===== src/wdg_pkg.sv =====
package wdg_pkg;

    // ************************************************************
    // register bus geometry
    // ************************************************************
    localparam int          ADDR_W            = 8;
    localparam int          DATA_W            = 8;

    // ************************************************************
    // register offsets
    // ************************************************************
    localparam logic [7:0]  OFS_CONTROL       = 8'h2A;
    localparam logic [7:0]  OFS_CONFIG        = 8'h2B;
    localparam logic [7:0]  OFS_STATUS        = 8'h2C;
    localparam logic [7:0]  OFS_TMIN_B0       = 8'h2D;
    localparam logic [7:0]  OFS_TMIN_B1       = 8'h2E;
    localparam logic [7:0]  OFS_TMIN_B2       = 8'h2F;
    localparam logic [7:0]  OFS_TMAX_B0       = 8'h30;
    localparam logic [7:0]  OFS_TMAX_B1       = 8'h31;
    localparam logic [7:0]  OFS_TMAX_B2       = 8'h32;

    // ************************************************************
    // control register fields and reset value
    // ************************************************************
    localparam int          CTL_ACTIVATE_BIT  = 7;
    localparam int          CTL_TOP_BIT       = 6;
    localparam int          CNT_W             = 7;
    localparam int          STEP_W            = 6;
    localparam logic [7:0]  CONTROL_RESET     = 8'h7F;
    localparam logic [6:0]  ROLL_FROM         = 7'h40;

    // ************************************************************
    // config register fields and reset value
    // ************************************************************
    localparam int          CFG_TB_LO         = 0;
    localparam int          CFG_TB_HI         = 1;
    localparam int          CFG_HALT_RST_BIT  = 2;
    localparam int          CFG_OSC_IE_BIT    = 3;
    localparam int          CFG_HW_WDG_BIT    = 4;
    localparam int          CFG_USED_W        = 5;
    localparam logic [4:0]  CONFIG_RESET      = 5'h00;

    // ************************************************************
    // status register fields and reset cause codes
    // ************************************************************
    localparam int          STS_ACTIVE_BIT    = 0;
    localparam int          STS_PULSE_BIT     = 1;
    localparam int          STS_CAUSE_LO      = 2;
    localparam logic [1:0]  CAUSE_NONE        = 2'h0;
    localparam logic [1:0]  CAUSE_TIMEOUT     = 2'h1;
    localparam logic [1:0]  CAUSE_SOFTWARE    = 2'h2;
    localparam logic [1:0]  CAUSE_HALT        = 2'h3;

    // ************************************************************
    // timing
    // ************************************************************
    localparam int          CLK_PERIOD_NS     = 50;
    localparam int          PRESCALE_DIV      = 16384;
    localparam int          PRESC_W           = 14;
    localparam int          RESET_PULSE_NS    = 30000;
    localparam int          RESET_PULSE_CYC   =
        (RESET_PULSE_NS / CLK_PERIOD_NS < 1) ? 1 :
        RESET_PULSE_NS / CLK_PERIOD_NS;
    localparam int          PULSE_W           = 10;

    // ************************************************************
    // timeout bound arithmetic
    // ************************************************************
    localparam int          BOUND_W           = 24;
    localparam int          MIN_BASE_ADD      = 128;
    localparam int          STEP_MUL          = 64;
    localparam int          CORR_ADD          = 192;
    localparam int          QUOT_MUL          = 4;
    localparam logic [7:0]  TB0_MSB           = 8'h04;
    localparam logic [7:0]  TB0_LSB           = 8'h3B;
    localparam logic [7:0]  TB1_MSB           = 8'h08;
    localparam logic [7:0]  TB1_LSB           = 8'h35;
    localparam logic [7:0]  TB2_MSB           = 8'h14;
    localparam logic [7:0]  TB2_LSB           = 8'h23;
    localparam logic [7:0]  TB3_MSB           = 8'h31;
    localparam logic [7:0]  TB3_LSB           = 8'h36;

    typedef enum logic {
        PS_IDLE  = 1'b0,
        PS_DRIVE = 1'b1
    } pulse_state_t;

endpackage


===== src/wdg_downcounter.sv =====
`timescale 1ns/1ps
// Operation
// - counter steps down once per 16384 oscillator cycles via a prescaler
// - lower six counter bits give 64 programmable timeout steps
// - active and counter rolling 40h to 3Fh starts a 30us reset pulse
// - counter runs whether active or not; inactive blocks every reset except the halt option's
// - disabled after reset; once the activate bit is set only a reset disables it
// - write with activate set and top bit clear resets at once
// - halt instruction while active resets instead of halting
// - control writes leave the prescaler phase untouched
// - base bounds: min (LSB+128)x64, max 16384 periods, per timebase
// - minimum adds linear or corrected increment around floor(MSB/4)
// - maximum uses same increments, first case up to floor(MSB/4)
// - options select halt reset and always-on hardware watchdog
// - hardware watchdog option forces active for resets and reads, ignores activate bit; watchdog_active shows only the activate bit
// - control resets to 7Fh, both fields read and write
// - halt with oscillator interrupt off and halt option resets
module wdg_downcounter
    import wdg_pkg::*;
#(
    parameter int PRESCALE_CYCLES = PRESCALE_DIV
)
(
    // clock and reset
    input  wire logic              clk,
    input  wire logic              rstn,
    // register port
    input  wire logic [ADDR_W-1:0] addr,
    input  wire logic [DATA_W-1:0] wdata,
    input  wire logic              wr,
    input  wire logic              rd,
    output logic      [DATA_W-1:0] rdata,
    // core side
    input  wire logic              halt_exec,
    output logic                   halt_converted,
    // reset request and state
    output logic                   reset_out_n,
    output logic                   watchdog_active
);

    // ************************************************************
    // state
    // ************************************************************
    logic [PRESC_W-1:0]    presc_r;
    logic [PRESC_W-1:0]    presc_nxt;
    logic [CNT_W-1:0]      count_r;
    logic [CNT_W-1:0]      count_nxt;
    logic                  activate_r;
    logic                  activate_nxt;
    logic [CFG_USED_W-1:0] config_r;
    logic [1:0]            cause_r;
    logic [1:0]            cause_nxt;
    logic [PULSE_W-1:0]    pulse_cnt_r;
    logic [PULSE_W-1:0]    pulse_cnt_nxt;
    pulse_state_t          pstate_r;
    pulse_state_t          pstate_nxt;
    logic [DATA_W-1:0]     rdata_r;
    logic [DATA_W-1:0]     rdata_nxt;
    logic                  reset_out_n_r;
    logic                  halt_conv_r;
    logic                  halt_conv_nxt;

    // ************************************************************
    // address decode
    // ************************************************************
    function automatic logic hit(input logic [ADDR_W-1:0] a,
                                 input logic [7:0]        ofs);
        hit = (a == ofs);
    endfunction

    wire logic wr_ctl = wr & hit(addr, OFS_CONTROL);
    wire logic wr_cfg = wr & hit(addr, OFS_CONFIG);

    // ************************************************************
    // configuration fields
    // ************************************************************
    wire logic [1:0] timebase_select =
        config_r[CFG_TB_HI:CFG_TB_LO];
    wire logic halt_reset_option           = config_r[CFG_HALT_RST_BIT];
    wire logic oscillator_interrupt_enable = config_r[CFG_OSC_IE_BIT];
    wire logic hw_watchdog                 = config_r[CFG_HW_WDG_BIT];

    // ************************************************************
    // prescaler
    // ************************************************************
    localparam logic [PRESC_W-1:0] PRESC_LAST =
        PRESC_W'(PRESCALE_CYCLES - 1);

    // free running; never reloaded by a write, so timeouts jitter
    // by up to one prescaler period
    wire logic presc_tick = (presc_r == PRESC_LAST);

    assign presc_nxt = presc_tick ? '0 : presc_r + PRESC_W'(1);

    // ************************************************************
    // activation
    // ************************************************************
    // activate only ever sets; a zero written later is dropped
    assign activate_nxt = activate_r |
        (wr_ctl & wdata[CTL_ACTIVATE_BIT]);

    // hardware option overrides the software activate bit
    wire logic active_now = activate_r | hw_watchdog;
    wire logic active_wr  = activate_nxt | hw_watchdog;

    // ************************************************************
    // downcounter
    // ************************************************************
    wire logic roll = presc_tick & (count_r == ROLL_FROM) & ~wr_ctl;

    // write load wins over a decrement in the same cycle; the count
    // keeps moving regardless of activation
    assign count_nxt = wr_ctl     ? wdata[CNT_W-1:0] :
                       presc_tick ? count_r - CNT_W'(1) :
                                    count_r;

    // ************************************************************
    // reset sources
    // ************************************************************
    wire logic soft_rst = wr_ctl & active_wr &
        ~wdata[CTL_TOP_BIT];
    wire logic tmo_rst  = roll & active_now;
    wire logic halt_act = halt_exec & active_now;
    wire logic halt_opt = halt_exec & ~oscillator_interrupt_enable &
        halt_reset_option;
    wire logic halt_rst = halt_act | halt_opt;
    wire logic any_rst  = soft_rst | tmo_rst | halt_rst;

    assign halt_conv_nxt = halt_rst;

    assign cause_nxt = ~any_rst       ? cause_r :
                       soft_rst       ? CAUSE_SOFTWARE :
                       tmo_rst        ? CAUSE_TIMEOUT :
                                        CAUSE_HALT;

    // ************************************************************
    // reset pulse
    // ************************************************************
    localparam logic [PULSE_W-1:0] PULSE_LAST =
        PULSE_W'(RESET_PULSE_CYC - 1);

    // requests during a pulse are merged into it, not queued
    always_comb begin
        pstate_nxt    = pstate_r;
        pulse_cnt_nxt = pulse_cnt_r;
        unique case (pstate_r)
            PS_IDLE: begin
                if (any_rst) begin
                    pstate_nxt    = PS_DRIVE;
                    pulse_cnt_nxt = '0;
                end
            end
            PS_DRIVE: begin
                if (pulse_cnt_r == PULSE_LAST) begin
                    pstate_nxt = PS_IDLE;
                end else begin
                    pulse_cnt_nxt = pulse_cnt_r + PULSE_W'(1);
                end
            end
        endcase
    end

    // ************************************************************
    // timeout bounds
    // ************************************************************
    logic [BOUND_W-1:0] tmin;
    logic [BOUND_W-1:0] tmax;

    wdg_timeout_bounds u_bounds (
        .timebase_select    (timebase_select),
        .timeout_step_count (count_r[STEP_W-1:0]),
        .tmin               (tmin),
        .tmax               (tmax)
    );

    // ************************************************************
    // read path
    // ************************************************************
    wire logic [DATA_W-1:0] ctl_view =
        {active_now, count_r};
    wire logic [DATA_W-1:0] cfg_view =
        {{(DATA_W-CFG_USED_W){1'b0}}, config_r};
    wire logic [DATA_W-1:0] sts_view =
        {4'h0, cause_r, pstate_r == PS_DRIVE, active_now};

    always_comb begin
        rdata_nxt = '0;
        if (rd) begin
            unique case (addr)
                OFS_CONTROL: rdata_nxt = ctl_view;
                OFS_CONFIG:  rdata_nxt = cfg_view;
                OFS_STATUS:  rdata_nxt = sts_view;
                OFS_TMIN_B0: rdata_nxt = tmin[7:0];
                OFS_TMIN_B1: rdata_nxt = tmin[15:8];
                OFS_TMIN_B2: rdata_nxt = tmin[23:16];
                OFS_TMAX_B0: rdata_nxt = tmax[7:0];
                OFS_TMAX_B1: rdata_nxt = tmax[15:8];
                OFS_TMAX_B2: rdata_nxt = tmax[23:16];
                default:     rdata_nxt = '0;
            endcase
        end
    end

    // ************************************************************
    // registers
    // ************************************************************
    always_ff @(posedge clk or negedge rstn) begin
        if (!rstn) begin
            presc_r    <= '0;
            count_r    <= CONTROL_RESET[CNT_W-1:0];
            activate_r <= CONTROL_RESET[CTL_ACTIVATE_BIT];
        end else begin
            presc_r    <= presc_nxt;
            count_r    <= count_nxt;
            activate_r <= activate_nxt;
        end
    end

    always_ff @(posedge clk or negedge rstn) begin
        if (!rstn) begin
            config_r <= CONFIG_RESET;
        end else if (wr_cfg) begin
            config_r <= wdata[CFG_USED_W-1:0];
        end
    end

    always_ff @(posedge clk or negedge rstn) begin
        if (!rstn) begin
            pstate_r    <= PS_IDLE;
            pulse_cnt_r <= '0;
            cause_r     <= CAUSE_NONE;
            halt_conv_r <= 1'b0;
        end else begin
            pstate_r    <= pstate_nxt;
            pulse_cnt_r <= pulse_cnt_nxt;
            cause_r     <= cause_nxt;
            halt_conv_r <= halt_conv_nxt;
        end
    end

    always_ff @(posedge clk or negedge rstn) begin
        if (!rstn) begin
            rdata_r       <= '0;
            reset_out_n_r <= 1'b1;
        end else begin
            rdata_r       <= rdata_nxt;
            reset_out_n_r <= (pstate_nxt != PS_DRIVE);
        end
    end

    // ************************************************************
    // outputs
    // ************************************************************
    assign rdata           = rdata_r;
    assign reset_out_n     = reset_out_n_r;
    assign halt_converted  = halt_conv_r;
    assign watchdog_active = activate_r;

endmodule


===== src/wdg_timeout_bounds.sv =====
`timescale 1ns/1ps
module wdg_timeout_bounds
    import wdg_pkg::*;
(
    // selection
    input  wire logic [1:0]         timebase_select,
    input  wire logic [STEP_W-1:0]  timeout_step_count,
    // bounds in oscillator periods
    output logic      [BOUND_W-1:0] tmin,
    output logic      [BOUND_W-1:0] tmax
);

    // ************************************************************
    // timebase table
    // ************************************************************
    function automatic logic [15:0] tb_entry(input logic [1:0] tb);
        unique case (tb)
            2'h0: tb_entry = {TB0_MSB, TB0_LSB};
            2'h1: tb_entry = {TB1_MSB, TB1_LSB};
            2'h2: tb_entry = {TB2_MSB, TB2_LSB};
            2'h3: tb_entry = {TB3_MSB, TB3_LSB};
        endcase
    endfunction

    wire logic [15:0]        table_word = tb_entry(timebase_select);
    wire logic [BOUND_W-1:0] msb_v = BOUND_W'(table_word[15:8]);
    wire logic [BOUND_W-1:0] lsb_v = BOUND_W'(table_word[7:0]);
    wire logic [BOUND_W-1:0] cnt_v = BOUND_W'(timeout_step_count);

    // all divisions truncate toward zero
    wire logic [BOUND_W-1:0] thresh = msb_v / BOUND_W'(QUOT_MUL);
    wire logic [BOUND_W-1:0] quot   =
        (cnt_v * BOUND_W'(QUOT_MUL)) / msb_v;

    wire logic [BOUND_W-1:0] min0   =
        (lsb_v + BOUND_W'(MIN_BASE_ADD)) * BOUND_W'(STEP_MUL);
    wire logic [BOUND_W-1:0] max0   = BOUND_W'(PRESCALE_DIV);

    wire logic [BOUND_W-1:0] lin    = BOUND_W'(PRESCALE_DIV) * cnt_v;
    wire logic [BOUND_W-1:0] corr   =
        BOUND_W'(PRESCALE_DIV) * (cnt_v - quot) +
        (BOUND_W'(CORR_ADD) + lsb_v) * BOUND_W'(STEP_MUL) * quot;

    assign tmin = min0 + ((cnt_v < thresh) ? lin : corr);
    assign tmax = max0 + ((cnt_v <= thresh) ? lin : corr);

endmodule


===== src/verification/tb.sv =====
`timescale 1ns/1ps
module tb;
    import wdg_pkg::*;
    // short prescaler keeps the run brief; timeout waits derive from it, bound figures still use 16384
    localparam int P = 32;
    logic        clk;
    logic        rstn;
    logic        wr;
    logic        rd;
    logic        halt_exec;
    logic [7:0]  addr;
    logic [7:0]  wdata;
    logic [7:0]  rdata;
    logic [7:0]  v;
    logic [47:0] got;
    logic        halt_converted;
    logic        reset_out_n;
    logic        watchdog_active;
    int          n_errors = 0;
    int          n_tests = 0;
    int          msb_t[4] = '{4, 8, 20, 49};
    int          lsb_t[4] = '{59, 53, 35, 54};
    int          cnt_t[4] = '{63, 2, 5, 16};

    initial begin
        clk = 1'b0;
        forever #25 clk = ~clk;
    end

    wdg_downcounter #(.PRESCALE_CYCLES(P)) u_dut (
        .clk(clk), .rstn(rstn), .addr(addr), .wdata(wdata), .wr(wr),
        .rd(rd), .rdata(rdata), .halt_exec(halt_exec),
        .halt_converted(halt_converted), .reset_out_n(reset_out_n),
        .watchdog_active(watchdog_active));

    // ****************************************
    // tasks
    // ****************************************
    task automatic chk(input logic [23:0] g, input logic [23:0] e,
                       input string m);
        n_tests++;
        if (g !== e) begin
            n_errors++;
            $display("mismatch at %0t: %s got %h exp %h", $time, m, g, e);
        end
    endtask

    task automatic complete_run;
        $display("comparisons %0d mismatches %0d", n_tests, n_errors);
        if (n_errors == 0 && n_tests > 0) $display("TEST PASSED");
        else $display("TEST FAILED");
        $finish;
    endtask

    task automatic do_reset;
        rstn <= 1'b0;
        repeat (8) @(posedge clk);
        rstn <= 1'b1;
        #1;
    endtask

    task automatic wr_reg(input logic [7:0] a, input logic [7:0] d);
        @(posedge clk);
        wr <= 1'b1;
        addr <= a;
        wdata <= d;
        @(posedge clk);
        wr <= 1'b0;
        #1;
    endtask

    task automatic rd_reg(input logic [7:0] a, output logic [7:0] d);
        @(posedge clk);
        rd <= 1'b1;
        addr <= a;
        @(posedge clk);
        rd <= 1'b0;
        #1;
        d = rdata;
    endtask

    task automatic do_halt;
        @(posedge clk);
        halt_exec <= 1'b1;
        @(posedge clk);
        halt_exec <= 1'b0;
        #1;
    endtask

    // waits up to lim cycles for the pulse, then times its length
    task automatic pulse(input int lim, input logic conv);
        int k;
        k = 0;
        while (reset_out_n !== 1'b0 && k < lim) begin
            @(posedge clk);
            #1;
            k++;
        end
        chk(halt_converted, conv, "cause flag");
        k = 0;
        while (reset_out_n === 1'b0 && k < RESET_PULSE_CYC + 100) begin
            @(posedge clk);
            #1;
            k++;
        end
        chk(24'(k), 24'(RESET_PULSE_CYC), "pulse length");
        if (k != RESET_PULSE_CYC) complete_run();
    endtask

    function automatic logic [23:0] exp_b(input int m, input int l,
                                          input int c, input bit mx);
        int q;
        int inc;
        q = 4 * c / m;
        inc = 16384 * (c - q) + (192 + l) * 64 * q;
        if (mx) return 24'(16384 + ((c <= m / 4) ? 16384 * c : inc));
        return 24'((l + 128) * 64 + ((c < m / 4) ? 16384 * c : inc));
    endfunction

    // ****************************************
    // sequence
    // ****************************************
    initial begin
        rstn = 1'b0;
        wr = 1'b0;
        rd = 1'b0;
        addr = 8'h00;
        wdata = 8'h00;
        halt_exec = 1'b0;
        do_reset();
        rd_reg(OFS_CONTROL, v);
        chk(v, 8'h7F, "control reset");
        chk(watchdog_active, 1'b0, "active after reset");
        wr_reg(8'h00, 8'h5A);
        rd_reg(8'h00, v);
        chk(v, 8'h00, "unmapped");
        // prescaler phase runs from reset release, so the first tick
        // lands between these two accesses, as no write restarts it
        wr_reg(OFS_CONTROL, 8'h7A);
        repeat (P - 2) @(posedge clk);
        rd_reg(OFS_CONTROL, v);
        chk(v, 8'h79, "free count");
        $display("test reset_and_count done");
        for (int i = 0; i < 4; i++) begin
            wr_reg(OFS_CONFIG, i[7:0]);
            // retry if a tick moved the count between byte reads
            for (int t = 0; t < 4; t++) begin
                wr_reg(OFS_CONTROL, 8'h40 | cnt_t[i][7:0]);
                for (int b = 0; b < 6; b++) begin
                    rd_reg(OFS_TMIN_B0 + b[7:0], v);
                    got[b*8 +: 8] = v;
                end
                rd_reg(OFS_CONTROL, v);
                if (v === (8'h40 | cnt_t[i][7:0])) break;
            end
            chk(got[23:0], exp_b(msb_t[i], lsb_t[i], cnt_t[i], 0),
                "min");
            chk(got[47:24], exp_b(msb_t[i], lsb_t[i], cnt_t[i], 1),
                "max");
        end
        $display("test bounds done");
        wr_reg(OFS_CONFIG, 8'h0C);
        do_halt();
        #150;
        chk(reset_out_n, 1'b1, "halt with osc ie");
        wr_reg(OFS_CONFIG, 8'h04);
        do_halt();
        pulse(0, 1'b1);
        $display("test halt_option done");
        do_reset();
        wr_reg(OFS_CONTROL, 8'h80);
        pulse(0, 1'b0);
        wr_reg(OFS_CONTROL, 8'h45);
        rd_reg(OFS_CONTROL, v);
        chk(v[7:1], 7'h62, "keep active, load count");
        wr_reg(OFS_CONTROL, 8'hC0);
        pulse(P + 1, 1'b0);
        chk(watchdog_active, 1'b1, "still active");
        rd_reg(OFS_STATUS, v);
        chk(v, {4'h0, CAUSE_TIMEOUT, 2'h1}, "timeout cause");
        do_halt();
        pulse(0, 1'b1);
        rd_reg(OFS_STATUS, v);
        chk(v, {4'h0, CAUSE_HALT, 2'h1}, "halt cause");
        wr_reg(OFS_CONTROL, 8'h3F);
        pulse(0, 1'b0);
        $display("test active_resets done");
        do_reset();
        chk(watchdog_active, 1'b0, "cleared by reset");
        wr_reg(OFS_CONFIG, 8'h10);
        rd_reg(OFS_CONFIG, v);
        chk(v, 8'h10, "config readback");
        rd_reg(OFS_CONTROL, v);
        chk(v[7], 1'b1, "hw option active");
        wr_reg(OFS_CONTROL, 8'h40);
        pulse(P + 1, 1'b0);
        $display("test hw_option done");
        complete_run();
    end
endmodule


===== config.mk =====
export PLATFORM = sky130hd
export DESIGN_NAME = wdg_downcounter
export DESIGN_NICKNAME = d
export VERILOG_FILES = /design/src/wdg_pkg.sv /design/src/wdg_downcounter.sv /design/src/wdg_timeout_bounds.sv /design/src/verification/tb.sv
export SDC_FILE = /design/constraint.sdc
export NUM_CORES = 1
export LEC_CHECK = 0
export BUFFER_PORTS_ARGS = -buffer_cell sky130_fd_sc_hd__buf_4
export CAP_MARGIN = 20
export CORE_ASPECT_RATIO = 1.1
export CORE_MARGIN = 5
export CORE_UTILIZATION = 45
export DETAILED_ROUTE_END_ITERATION = 10
export GPL_TIMING_DRIVEN = 1
export SYNTH_ARGS = -nofsm -noshare
export SYNTH_HDL_FRONTEND = slang
export SYNTH_HIERARCHICAL = 1
export SYNTH_SLANG_ARGS = --single-unit

===== constraint.sdc =====
create_clock -name clk -period 52.1 [get_ports clk]
set_input_delay 10.42 -clock clk [delete_from_list [all_inputs] [get_ports clk]]
set_output_delay 10.42 -clock clk [all_outputs]
set_load 0.01 [all_outputs]

==> results of run 1 <==
[registers in the layout (all words and copies together) (netlist names)]
register	cells
cause_r	2
count_r	7
rdata	8
config_r	5
watchdog_active	1
halt_converted	1
presc_r	14
pstate_r	1
pulse_cnt_r	10
reset_out_n	1
[final timing paths]
check                            start  slack [ns]              to  cells past startpoint
setup reg to reg           config_r[0]        3.35        rdata[7]                    234
hold / removal              presc_r[8]        0.46      presc_r[8]                      1
hold reg to reg             presc_r[8]        0.46      presc_r[8]                      1
max in group asynchronous         rstn       41.45     config_r[1]                      1
setup / recovery           config_r[0]        3.35        rdata[7]                    234
min in group asynchronous         rstn       10.16  halt_converted                      1
[critical path: cells and delay by family (launching register included)]
family                     cells  cell delay [ns]
xor gates and xnor gates      17             2.78
DFF                            1             0.41
adders and majority gates     27             9.06
AOI/OAI and AO/OA             82            15.24
and+or+nand+nor               78            15.44
muxes                         12             3.39
buffers and inverters         18             2.13
[area by class of cell]
cell class / count / area, um^2
well taps: 567 / 709
repair buffers: 103 / 773
flip-flops and latches: 50 / 1260
clock inverters: 2 / 37.5
inverters: 194 / 746
multi-input cells: 2274 / 17400
clock buffers: 6 / 129
fillers: 4267 / 21400
[what timing repair did]
action	4_1_cts	5_1_grt
gates resized for setup	3	82
gates cloned	0	2
endpoints found under the setup margin	2	8
setup buffers	4	33
pin swaps	2	25
[logic make-up after synthesis]
| family | Yosys count |
|---|---|
| multiplexers | 100 |
| AND/OR/NAND/NOR | 973 |
| XOR/XNOR | 200 |
| flip-flops | 50 |
| AO/OA/AOI/OAI | 725 |
| adder cells (fa/ha/maj) | 247 |
| other | 1 |
| buffers and inverters | 281 |
[through the flow]
| step | worst slack [ns] | instances |
|---|---|---|
| after CTS | 0.00957 | 3161 |
| after detailed placement | -0.921 | 3149 |
| after global routing | -0.0987 | 3196 |
| after global placement | 0.521 | 3149 |
| final | 3.35 | 3196 |
| after floorplan | 2.73 | 2603 |
[routing by layer]
metal | part of all wire [%] | track usage (%)
met4 | 2.5 | 6.06
met1 | 45 | 31.9
met3 | 4.1 | 1.37
met5 | 0 | 0
met2 | 49 | 41.6
[cell usage in the layout, fill, tap and decap left out, types with 11 or more instances in the layout]
cell type and instances:
a31oi_1 25, mux2_2 38, nor2_1 204, ha_1 170, nor3_2 11, a211oi_1 21
dfrtp_1 40, o21a_1 32, nand2_1 268, mux2i_1 48, conb_1 27, o31ai_1 15
a211o_1 13, nand4_1 39, a21oi_1 169, nand3_1 60, fa_1 75, xnor2_1 122
o21ai_0 111, and3_1 30, inv_1 182, nor2b_1 28, o211ai_1 18, nand2b_1 28
buf_4 103, and2_1 34, or2_2 16, xor2_1 76, o211a_1 15, o21bai_1 17
or3_1 23, a21oi_2 17, a21o_1 49, nor4_1 23, nor3_1 75, o22ai_1 12
o21ai_1 14
==> flow_summary_export.csv, run 1 <==
group,metric,value,unit
placement,gp_congestion,0.911,
sta,post-route-period-util,93.6,%
synthesis,yosys.area_share.simple,26.5,%
critical_path,cpMostUsedCell,"ha_1",
synthesis,yosys.area.top_type,"ha_1",
cells_and_area,n_antenna_cell,0,
detailed_routing,post-route-drc-count,0,
synthesis,post-synth-top-count-cell,"nand2_1",
clock_network,cts_buffers,5,
sta,max_freq,20.5,MHz
detailed_routing,num_vias,19633,
critical_path,worstPathRequired,52.24,ns
synthesis,syn_area,19400,um^2
synthesis,syn_avg_cell_area,7.53,um^2
synthesis,synth_compound_area_share,27.2,%
clock_network,cts-root-buf,"clkbuf_16",
synthesis,synth-edff-count,0,
sta,worst_hold_slack,0.463,ns
synthesis,synthCells,2577,
sta,drv_slew,0,
global_route,gr-total-overflow,0,
floorplanning,die_w,208,um
synthesis,synth_top_family_by_area,"compound AO/OA/AOI/OAI gates",
global_route,grt_pass1_wl,97200,um
job,maxCapViolCount,0,
cells_and_area,final_util,49.6,%
placement,hpwl,47300,um
floorplanning,dieArea,47400,um^2
clock_network,htreeDepth,2,
synthesis,synth_top_area_share,11.0,%
clock_network,clock-sinks,50,
sta,period_minus_slack,48.75,ns
synthesis,yosys.area_share.xor_xnor,9.03,%
critical_path,critPathKind,"reg2reg",
sta,fin_setup_tns,0,ns
sta,slew_headroom,29.5,%
cells_and_area,final_nets,2895,
cells_and_area,drive_above_1_share,13.9,%
outcome,status,"complete, no violations",
clock_network,clk_pin_slew_worst_paths,0.08,ns
global_route,grt_antenna_before_repair,0,
synthesis,muxShareOfSynthArea,5.69,%
detailed_routing,via_per_inst,6.14,
detailed_routing,finalWirelength,60100,um
synthesis,synth.top_cells.by_area,"ha_1 (11%), fa_1 (7.7%), xnor2_1 (5.6%)",
critical_path,critPathMaxFanout,18,
clock_network,clk_latency,0.30,ns
cells_and_area,synthToLayoutAreaGrowth,8.69,%
synthesis,ys_top_cells_by_count,"nand2_1 (273), nor2_1 (209), inv_1 (183)",
synthesis,synthAdderAreaFrac,18.8,%
critical_path,cp-end-kind,"flip-flop",
synthesis,yosysUniqueCellTypes,145,
critical_path,crit_slowest_cell,"or4_4",
min_path,min_path_type,"reg2reg",
synthesis,yosysWarnings,6,
placement,placed_cell_area,20200,um^2
synthesis,synth_ff_type,"dfrtp_1",
floorplanning,coreArea,42500,um^2
detailed_routing,wl_per_cell,18.8,um
global_route,grt_max_degree,51,
critical_path,critPathMaxStageDelay,0.64,ns
sta,hold_viol,0,
synthesis,synth_seq_area_share,6.50,%
clock_network,hold_buffers,0,
detailed_routing,first_pass_iters,5,
sta,setup_viol,0,
floorplanning,ios,32,
detailed_routing,ant_nets,0,
floorplanning,start_util,45.7,%
global_route,track_usage,23.7,%
synthesis,ys_async_sr_fraction,100,%
floorplanning,placementRows,79,
placement,port_buffers,31,
sta,worst_pin_slew,1.03,ns
cells_and_area,fin_area,21100,um^2
global_route,grt_pass1_vias,18888,
floorplanning,fp.dieH,228,um
clock_network,clock_path_buffers,2,
critical_path,cp-start-kind,"flip-flop",
detailed_routing,drtIter0Drc,1478,
synthesis,ys_ff_latch,50,
critical_path,crit_arrival,48.89,ns
sta,fin_worst_skew,0.0112,ns
clock_network,cts_tree,"done",
Power of run 1 is left out: the tool's default activity adds up to more than one toggle a clock period on the data nets, which glitch-free logic cannot reach.
==> run 2: changes to the inputs <==
Settings changed: CELL_PAD_IN_SITES_DETAIL_PLACEMENT set to 2, CELL_PAD_IN_SITES_GLOBAL_PLACEMENT set to 2, CORE_UTILIZATION 45 to 25, PLACE_DENSITY_LB_ADDON set to 0.1.
==> flow_summary_export.csv, run 2 (same netlist as run 1, synthesis figures left out) <==
group,metric,value,unit
critical_path,r2r_cells,238,
cells_and_area,fin_area,22100,um^2
critical_path,cp-start-kind,"flip-flop",
cells_and_area,largest_reg_flops,14,
cells_and_area,fillers,9112,
clock_network,clk_latency,0.30,ns
floorplanning,ios,32,
critical_path,crit_arrival,48.80,ns
floorplanning,placementRows,107,
clock_network,clk_pin_slew_worst_paths,0.07,ns
floorplanning,start_util,25.1,%
placement,pre_cts_slack,-2.01,ns
sta,setup_viol,0,
global_route,grt_pass1_wl,127000,um
detailed_routing,wl_per_cell,21.7,um
detailed_routing,dr_wl_met3,587,um
clock_network,cts_tree,"done",
min_path,min_path_type,"reg2reg",
clock_network,clock_path_buffers,2,
sta,hold_viol,0,
sta,worst_pin_slew,0.929,ns
detailed_routing,num_vias,19729,
sta,max_freq,20.6,MHz
critical_path,reg2reg_from,"config_r[0]",
sta,postLayoutSetupSlackWorst,3.45,ns
critical_path,cp-end-kind,"flip-flop",
sta,fin_setup_tns,0,ns
floorplanning,coreArea,77200,um^2
cells_and_area,regMostFlops,"presc_r",
min_path,hold_start,"presc_r[8]",
floorplanning,dieArea,83300,um^2
cells_and_area,multi_input_area,17500,um^2
cells_and_area,final_nets,2937,
clock_network,cts_buffers,5,
clock_network,clock-sinks,50,
critical_path,critPathKind,"reg2reg",
sta,slew_headroom,38.1,%
detailed_routing,first_pass_iters,5,
cells_and_area,final_cell_mix,"nand2_1 (269), nor2_1 (204), inv_1 (181)",
placement,hpwl,66200,um
detailed_routing,wl_met1,36800,um
cells_and_area,final_common_cell,"nand2_1",
sta,period_minus_slack,48.65,ns
cells_and_area,drive_above_1_share,15.8,%
min_path,hold_depth,1,
critical_path,r2r_end,"rdata[7]",
detailed_routing,finalWirelength,80400,um
detailed_routing,post-route-drc-count,0,
floorplanning,fp.dieH,302,um
global_route,grt_pass1_vias,22153,
outcome,status,"complete, no violations",
clock_network,htreeDepth,2,
clock_network,hold_buffers,0,
floorplanning,die_w,276,um
sta,fin_worst_skew,0.00558,ns
detailed_routing,wl_met2,42100,um
sta,drv_slew,0,
placement,port_buffers,31,
critical_path,crit_slowest_cell,"or4_4",
min_path,hold_end,"presc_r[8]",
cells_and_area,seq_area,1260,um^2
sta,post-route-period-util,93.4,%
detailed_routing,highest_layer,"met4",
critical_path,worstPathRequired,52.24,ns
global_route,grt_antenna_before_repair,0,
critical_path,critPathMaxFanout,16,
placement,gp_congestion,0.841,
global_route,track_usage,18.8,%
critical_path,rrSetupSlack,3.45,ns
job,maxCapViolCount,0,
detailed_routing,drtIter0Drc,660,
global_route,gr-total-overflow,0,
critical_path,critPathMaxStageDelay,0.63,ns
detailed_routing,via_per_inst,5.32,
global_route,grt_max_degree,51,
placement,placed_cell_area,21100,um^2
detailed_routing,ant_nets,0,
cells_and_area,n_antenna_cell,0,
cells_and_area,synthToLayoutAreaGrowth,13.7,%
critical_path,cpMostUsedCell,"ha_1",
clock_network,cts-root-buf,"clkbuf_16",
[run 2: changes by cell type in the layout (fill, tap and decap cells not counted), moves of 3 or more]
cell     delta
ha_2        +3
a21oi_2     +5
ha_1        -4
mux2i_4     -3
buf_4      +39
a21oi_1     -7
[run 2: worst max path at each step]
stage / from / to / slack (ns) / cells after the start
floorplan: config_r[1] / rdata[7] / 2.73 / 245
global placement: config_r[0] / rdata[7] / 0.16 / 232
global route: config_r[0] / rdata[7] / -0.08 / 242
detailed placement: config_r[0] / rdata[7] / -2.01 / 231
finish: config_r[0] / rdata[7] / 3.45 / 238
CTS: config_r[0] / rdata[7] / 0.10 / 235
[run 2: critical path, delay by kind of cell, from the launching register on]
| kind | cells | cell delay, ns |
|---|---|---|
| AO/OA/AOI/OAI | 81 | 14.54 |
| XOR/XNOR | 18 | 2.75 |
| multiplexers | 11 | 2.93 |
| adder cells (fa/ha/maj) | 27 | 9.12 |
| buffers and inverters | 18 | 2.58 |
| flip-flops | 1 | 0.41 |
| AND/OR/NAND/NOR | 83 | 16.06 |
[run 2: area by class of cell]
| cell class | instances | share of cell area [%] |
|---|---|---|
| tap | 1035 | 5.87 |
| timing repair buffer | 145 | 5.03 |
| inverter | 194 | 3.39 |
| clock inverter | 3 | 0.199 |
| sequential | 50 | 5.73 |
| multi-input combinational | 2274 | 79.2 |
| clock buffer | 5 | 0.567 |
[run 2: what timing repair did]
item,CTS,global route
pin swaps,2,26
buffers inserted,7,38
gates cloned,0,2
setup endpoints to repair,8,8
resized for setup,17,80
[run 2: stage by stage]
stage | cells | util [%] | hold slack, ns
floorplan | 2603 | - | 0.441
global placement | 3650 | 27.3 | 0.460
detailed placement | 3651 | 27.3 | 0.471
CTS | 3666 | 27.7 | 0.485
global route | 3706 | 28.6 | 0.493
finish | 3706 | 28.6 | 0.476
[run 2: per-layer routing]
metal  up-vias  global-route usage (%)
li1       9553                       -
met3        60                   0.444
met4         0                    2.46
met1      9991                    23.9
met5         -                       0
met2       125                    36.0
Power of run 2 is left out for the same reason.
==> run 3: changes to the inputs <==
Clock period 52.1 ns to 55.2 ns, I/O delays scaled along.
==> flow_summary_export.csv, run 3 (same netlist as run 1, synthesis figures left out) <==
group,metric,value,unit
sta,max_freq,19.5,MHz
floorplanning,die_w,276,um
sta,postLayoutSetupSlackWorst,3.87,ns
detailed_routing,via_per_inst,5.33,
critical_path,critPathMaxStageDelay,0.69,ns
critical_path,cp-end-kind,"flip-flop",
detailed_routing,finalWirelength,78600,um
cells_and_area,final_nets,2890,
placement,gp_congestion,0.839,
cells_and_area,fillers,9143,
clock_network,hold_buffers,0,
critical_path,cp-start-kind,"flip-flop",
global_route,grt_pass1_vias,21437,
detailed_routing,ant_nets,0,
detailed_routing,post-route-drc-count,0,
sta,worst_pin_slew,1.06,ns
cells_and_area,multi_input_area,17400,um^2
clock_network,clock_path_buffers,2,
cells_and_area,fin_area,21600,um^2
placement,hpwl,64800,um
critical_path,cp_top_family,"compound AO/OA/AOI/OAI gates",
placement,placed_cell_area,20900,um^2
clock_network,htreeDepth,2,
detailed_routing,drtIter0Drc,596,
floorplanning,fp.dieH,302,um
critical_path,critPathMaxFanout,18,
placement,port_buffers,31,
cells_and_area,synthToLayoutAreaGrowth,11.2,%
clock_network,cts_tree,"done",
global_route,grt_max_degree,51,
floorplanning,dieArea,83300,um^2
global_route,gr-total-overflow,0,
detailed_routing,num_vias,19488,
floorplanning,placementRows,107,
sta,setup_viol,0,
floorplanning,ios,32,
global_route,grt_pass1_wl,125000,um
clock_network,cts-root-buf,"clkbuf_16",
clock_network,clk_latency,0.30,ns
critical_path,worstPathRequired,55.35,ns
cells_and_area,n_antenna_cell,0,
outcome,status,"complete, no violations",
floorplanning,start_util,25.1,%
critical_path,crit_slowest_cell,"or4_4",
critical_path,cpMostUsedCell,"ha_1",
cells_and_area,regMostFlops,"presc_r",
placement,pre_cts_slack,-0.984,ns
detailed_routing,first_pass_iters,4,
cells_and_area,largest_reg_flops,14,
global_route,track_usage,18.3,%
detailed_routing,wl_per_cell,21.5,um
job,maxCapViolCount,0,
clock_network,clock-sinks,50,
cells_and_area,final_cell_mix,"nand2_1 (268), nor2_1 (206), inv_1 (182)",
sta,hold_viol,0,
floorplanning,coreArea,77200,um^2
sta,worst_hold_slack,0.482,ns
cells_and_area,final_util,27.9,%
sta,drv_slew,0,
cells_and_area,final_common_cell,"nand2_1",
critical_path,crit_arrival,51.48,ns
sta,fin_worst_skew,0.00722,ns
sta,post-route-period-util,93.0,%
sta,slew_headroom,28.2,%
critical_path,critPathKind,"reg2reg",
clock_network,cts_buffers,5,
cells_and_area,drive_above_1_share,13.3,%
cells_and_area,seq_area,1260,um^2
min_path,min_path_type,"reg2reg",
clock_network,clk_pin_slew_worst_paths,0.07,ns
critical_path,crit_buf_inv,18,
global_route,grt_antenna_before_repair,0,
sta,period_minus_slack,51.33,ns
[run 3: changes by cell type in the layout (fill, tap and decap cells not counted), sizes merged]
cell           before  now
buf               144   99
clkbuf              5    6
clkdlybuf4s15       1    0
clkinv              3    2
clkinvlp            0    1
inv               193  192
or4                15   14
[run 3: layout make-up]
type                       count  share of cell area, %
clock buffer                   6                  0.597
timing repair buffer          99                   3.52
tap                         1035                   6.00
inverter                     194                   3.41
sequential                    50                   5.85
multi-input combinational   2273                   80.5
clock inverter                 2                  0.174
[run 3: metal layers]
metal | track usage (%) | routed length [um] | vias to the layer above
met2 | 35.2 | 41200 | 78
met3 | 0.286 | 325 | 34
met5 | 0 | 0 | -
met4 | 1.49 | 510 | 0
li1 | - | - | 9463
met1 | 23.8 | 36500 | 9913
[run 3: stage by stage]
step / cells / TNS, ns
floorplan: 2603 / 0
global placement: 3626 / 0
detailed placement: 3626 / -0.984
CTS: 3636 / 0
global route: 3659 / -0.0728
finish: 3659 / 0
[run 3: final timing paths]
kind,from,endpoint,slack [ns],cells after the start
worst max-delay path,config_r[0],rdata[7],3.87,240
worst min-delay path,presc_r[8],presc_r[8],0.48,1
worst max register to register,config_r[0],rdata[7],3.87,240
worst min register to register,presc_r[8],presc_r[8],0.48,1
max in group asynchronous,rstn,config_r[0],43.91,1
min in group asynchronous,rstn,rdata[3],10.78,1
[run 3: what timing repair did]
action / CTS / global route
endpoints found under the setup margin: 1 / 8
gates resized for setup: 6 / 58
pin swaps: 1 / 14
gates cloned: 0 / 1
buffers inserted: 2 / 22
Power of run 3 is left out for the same reason.
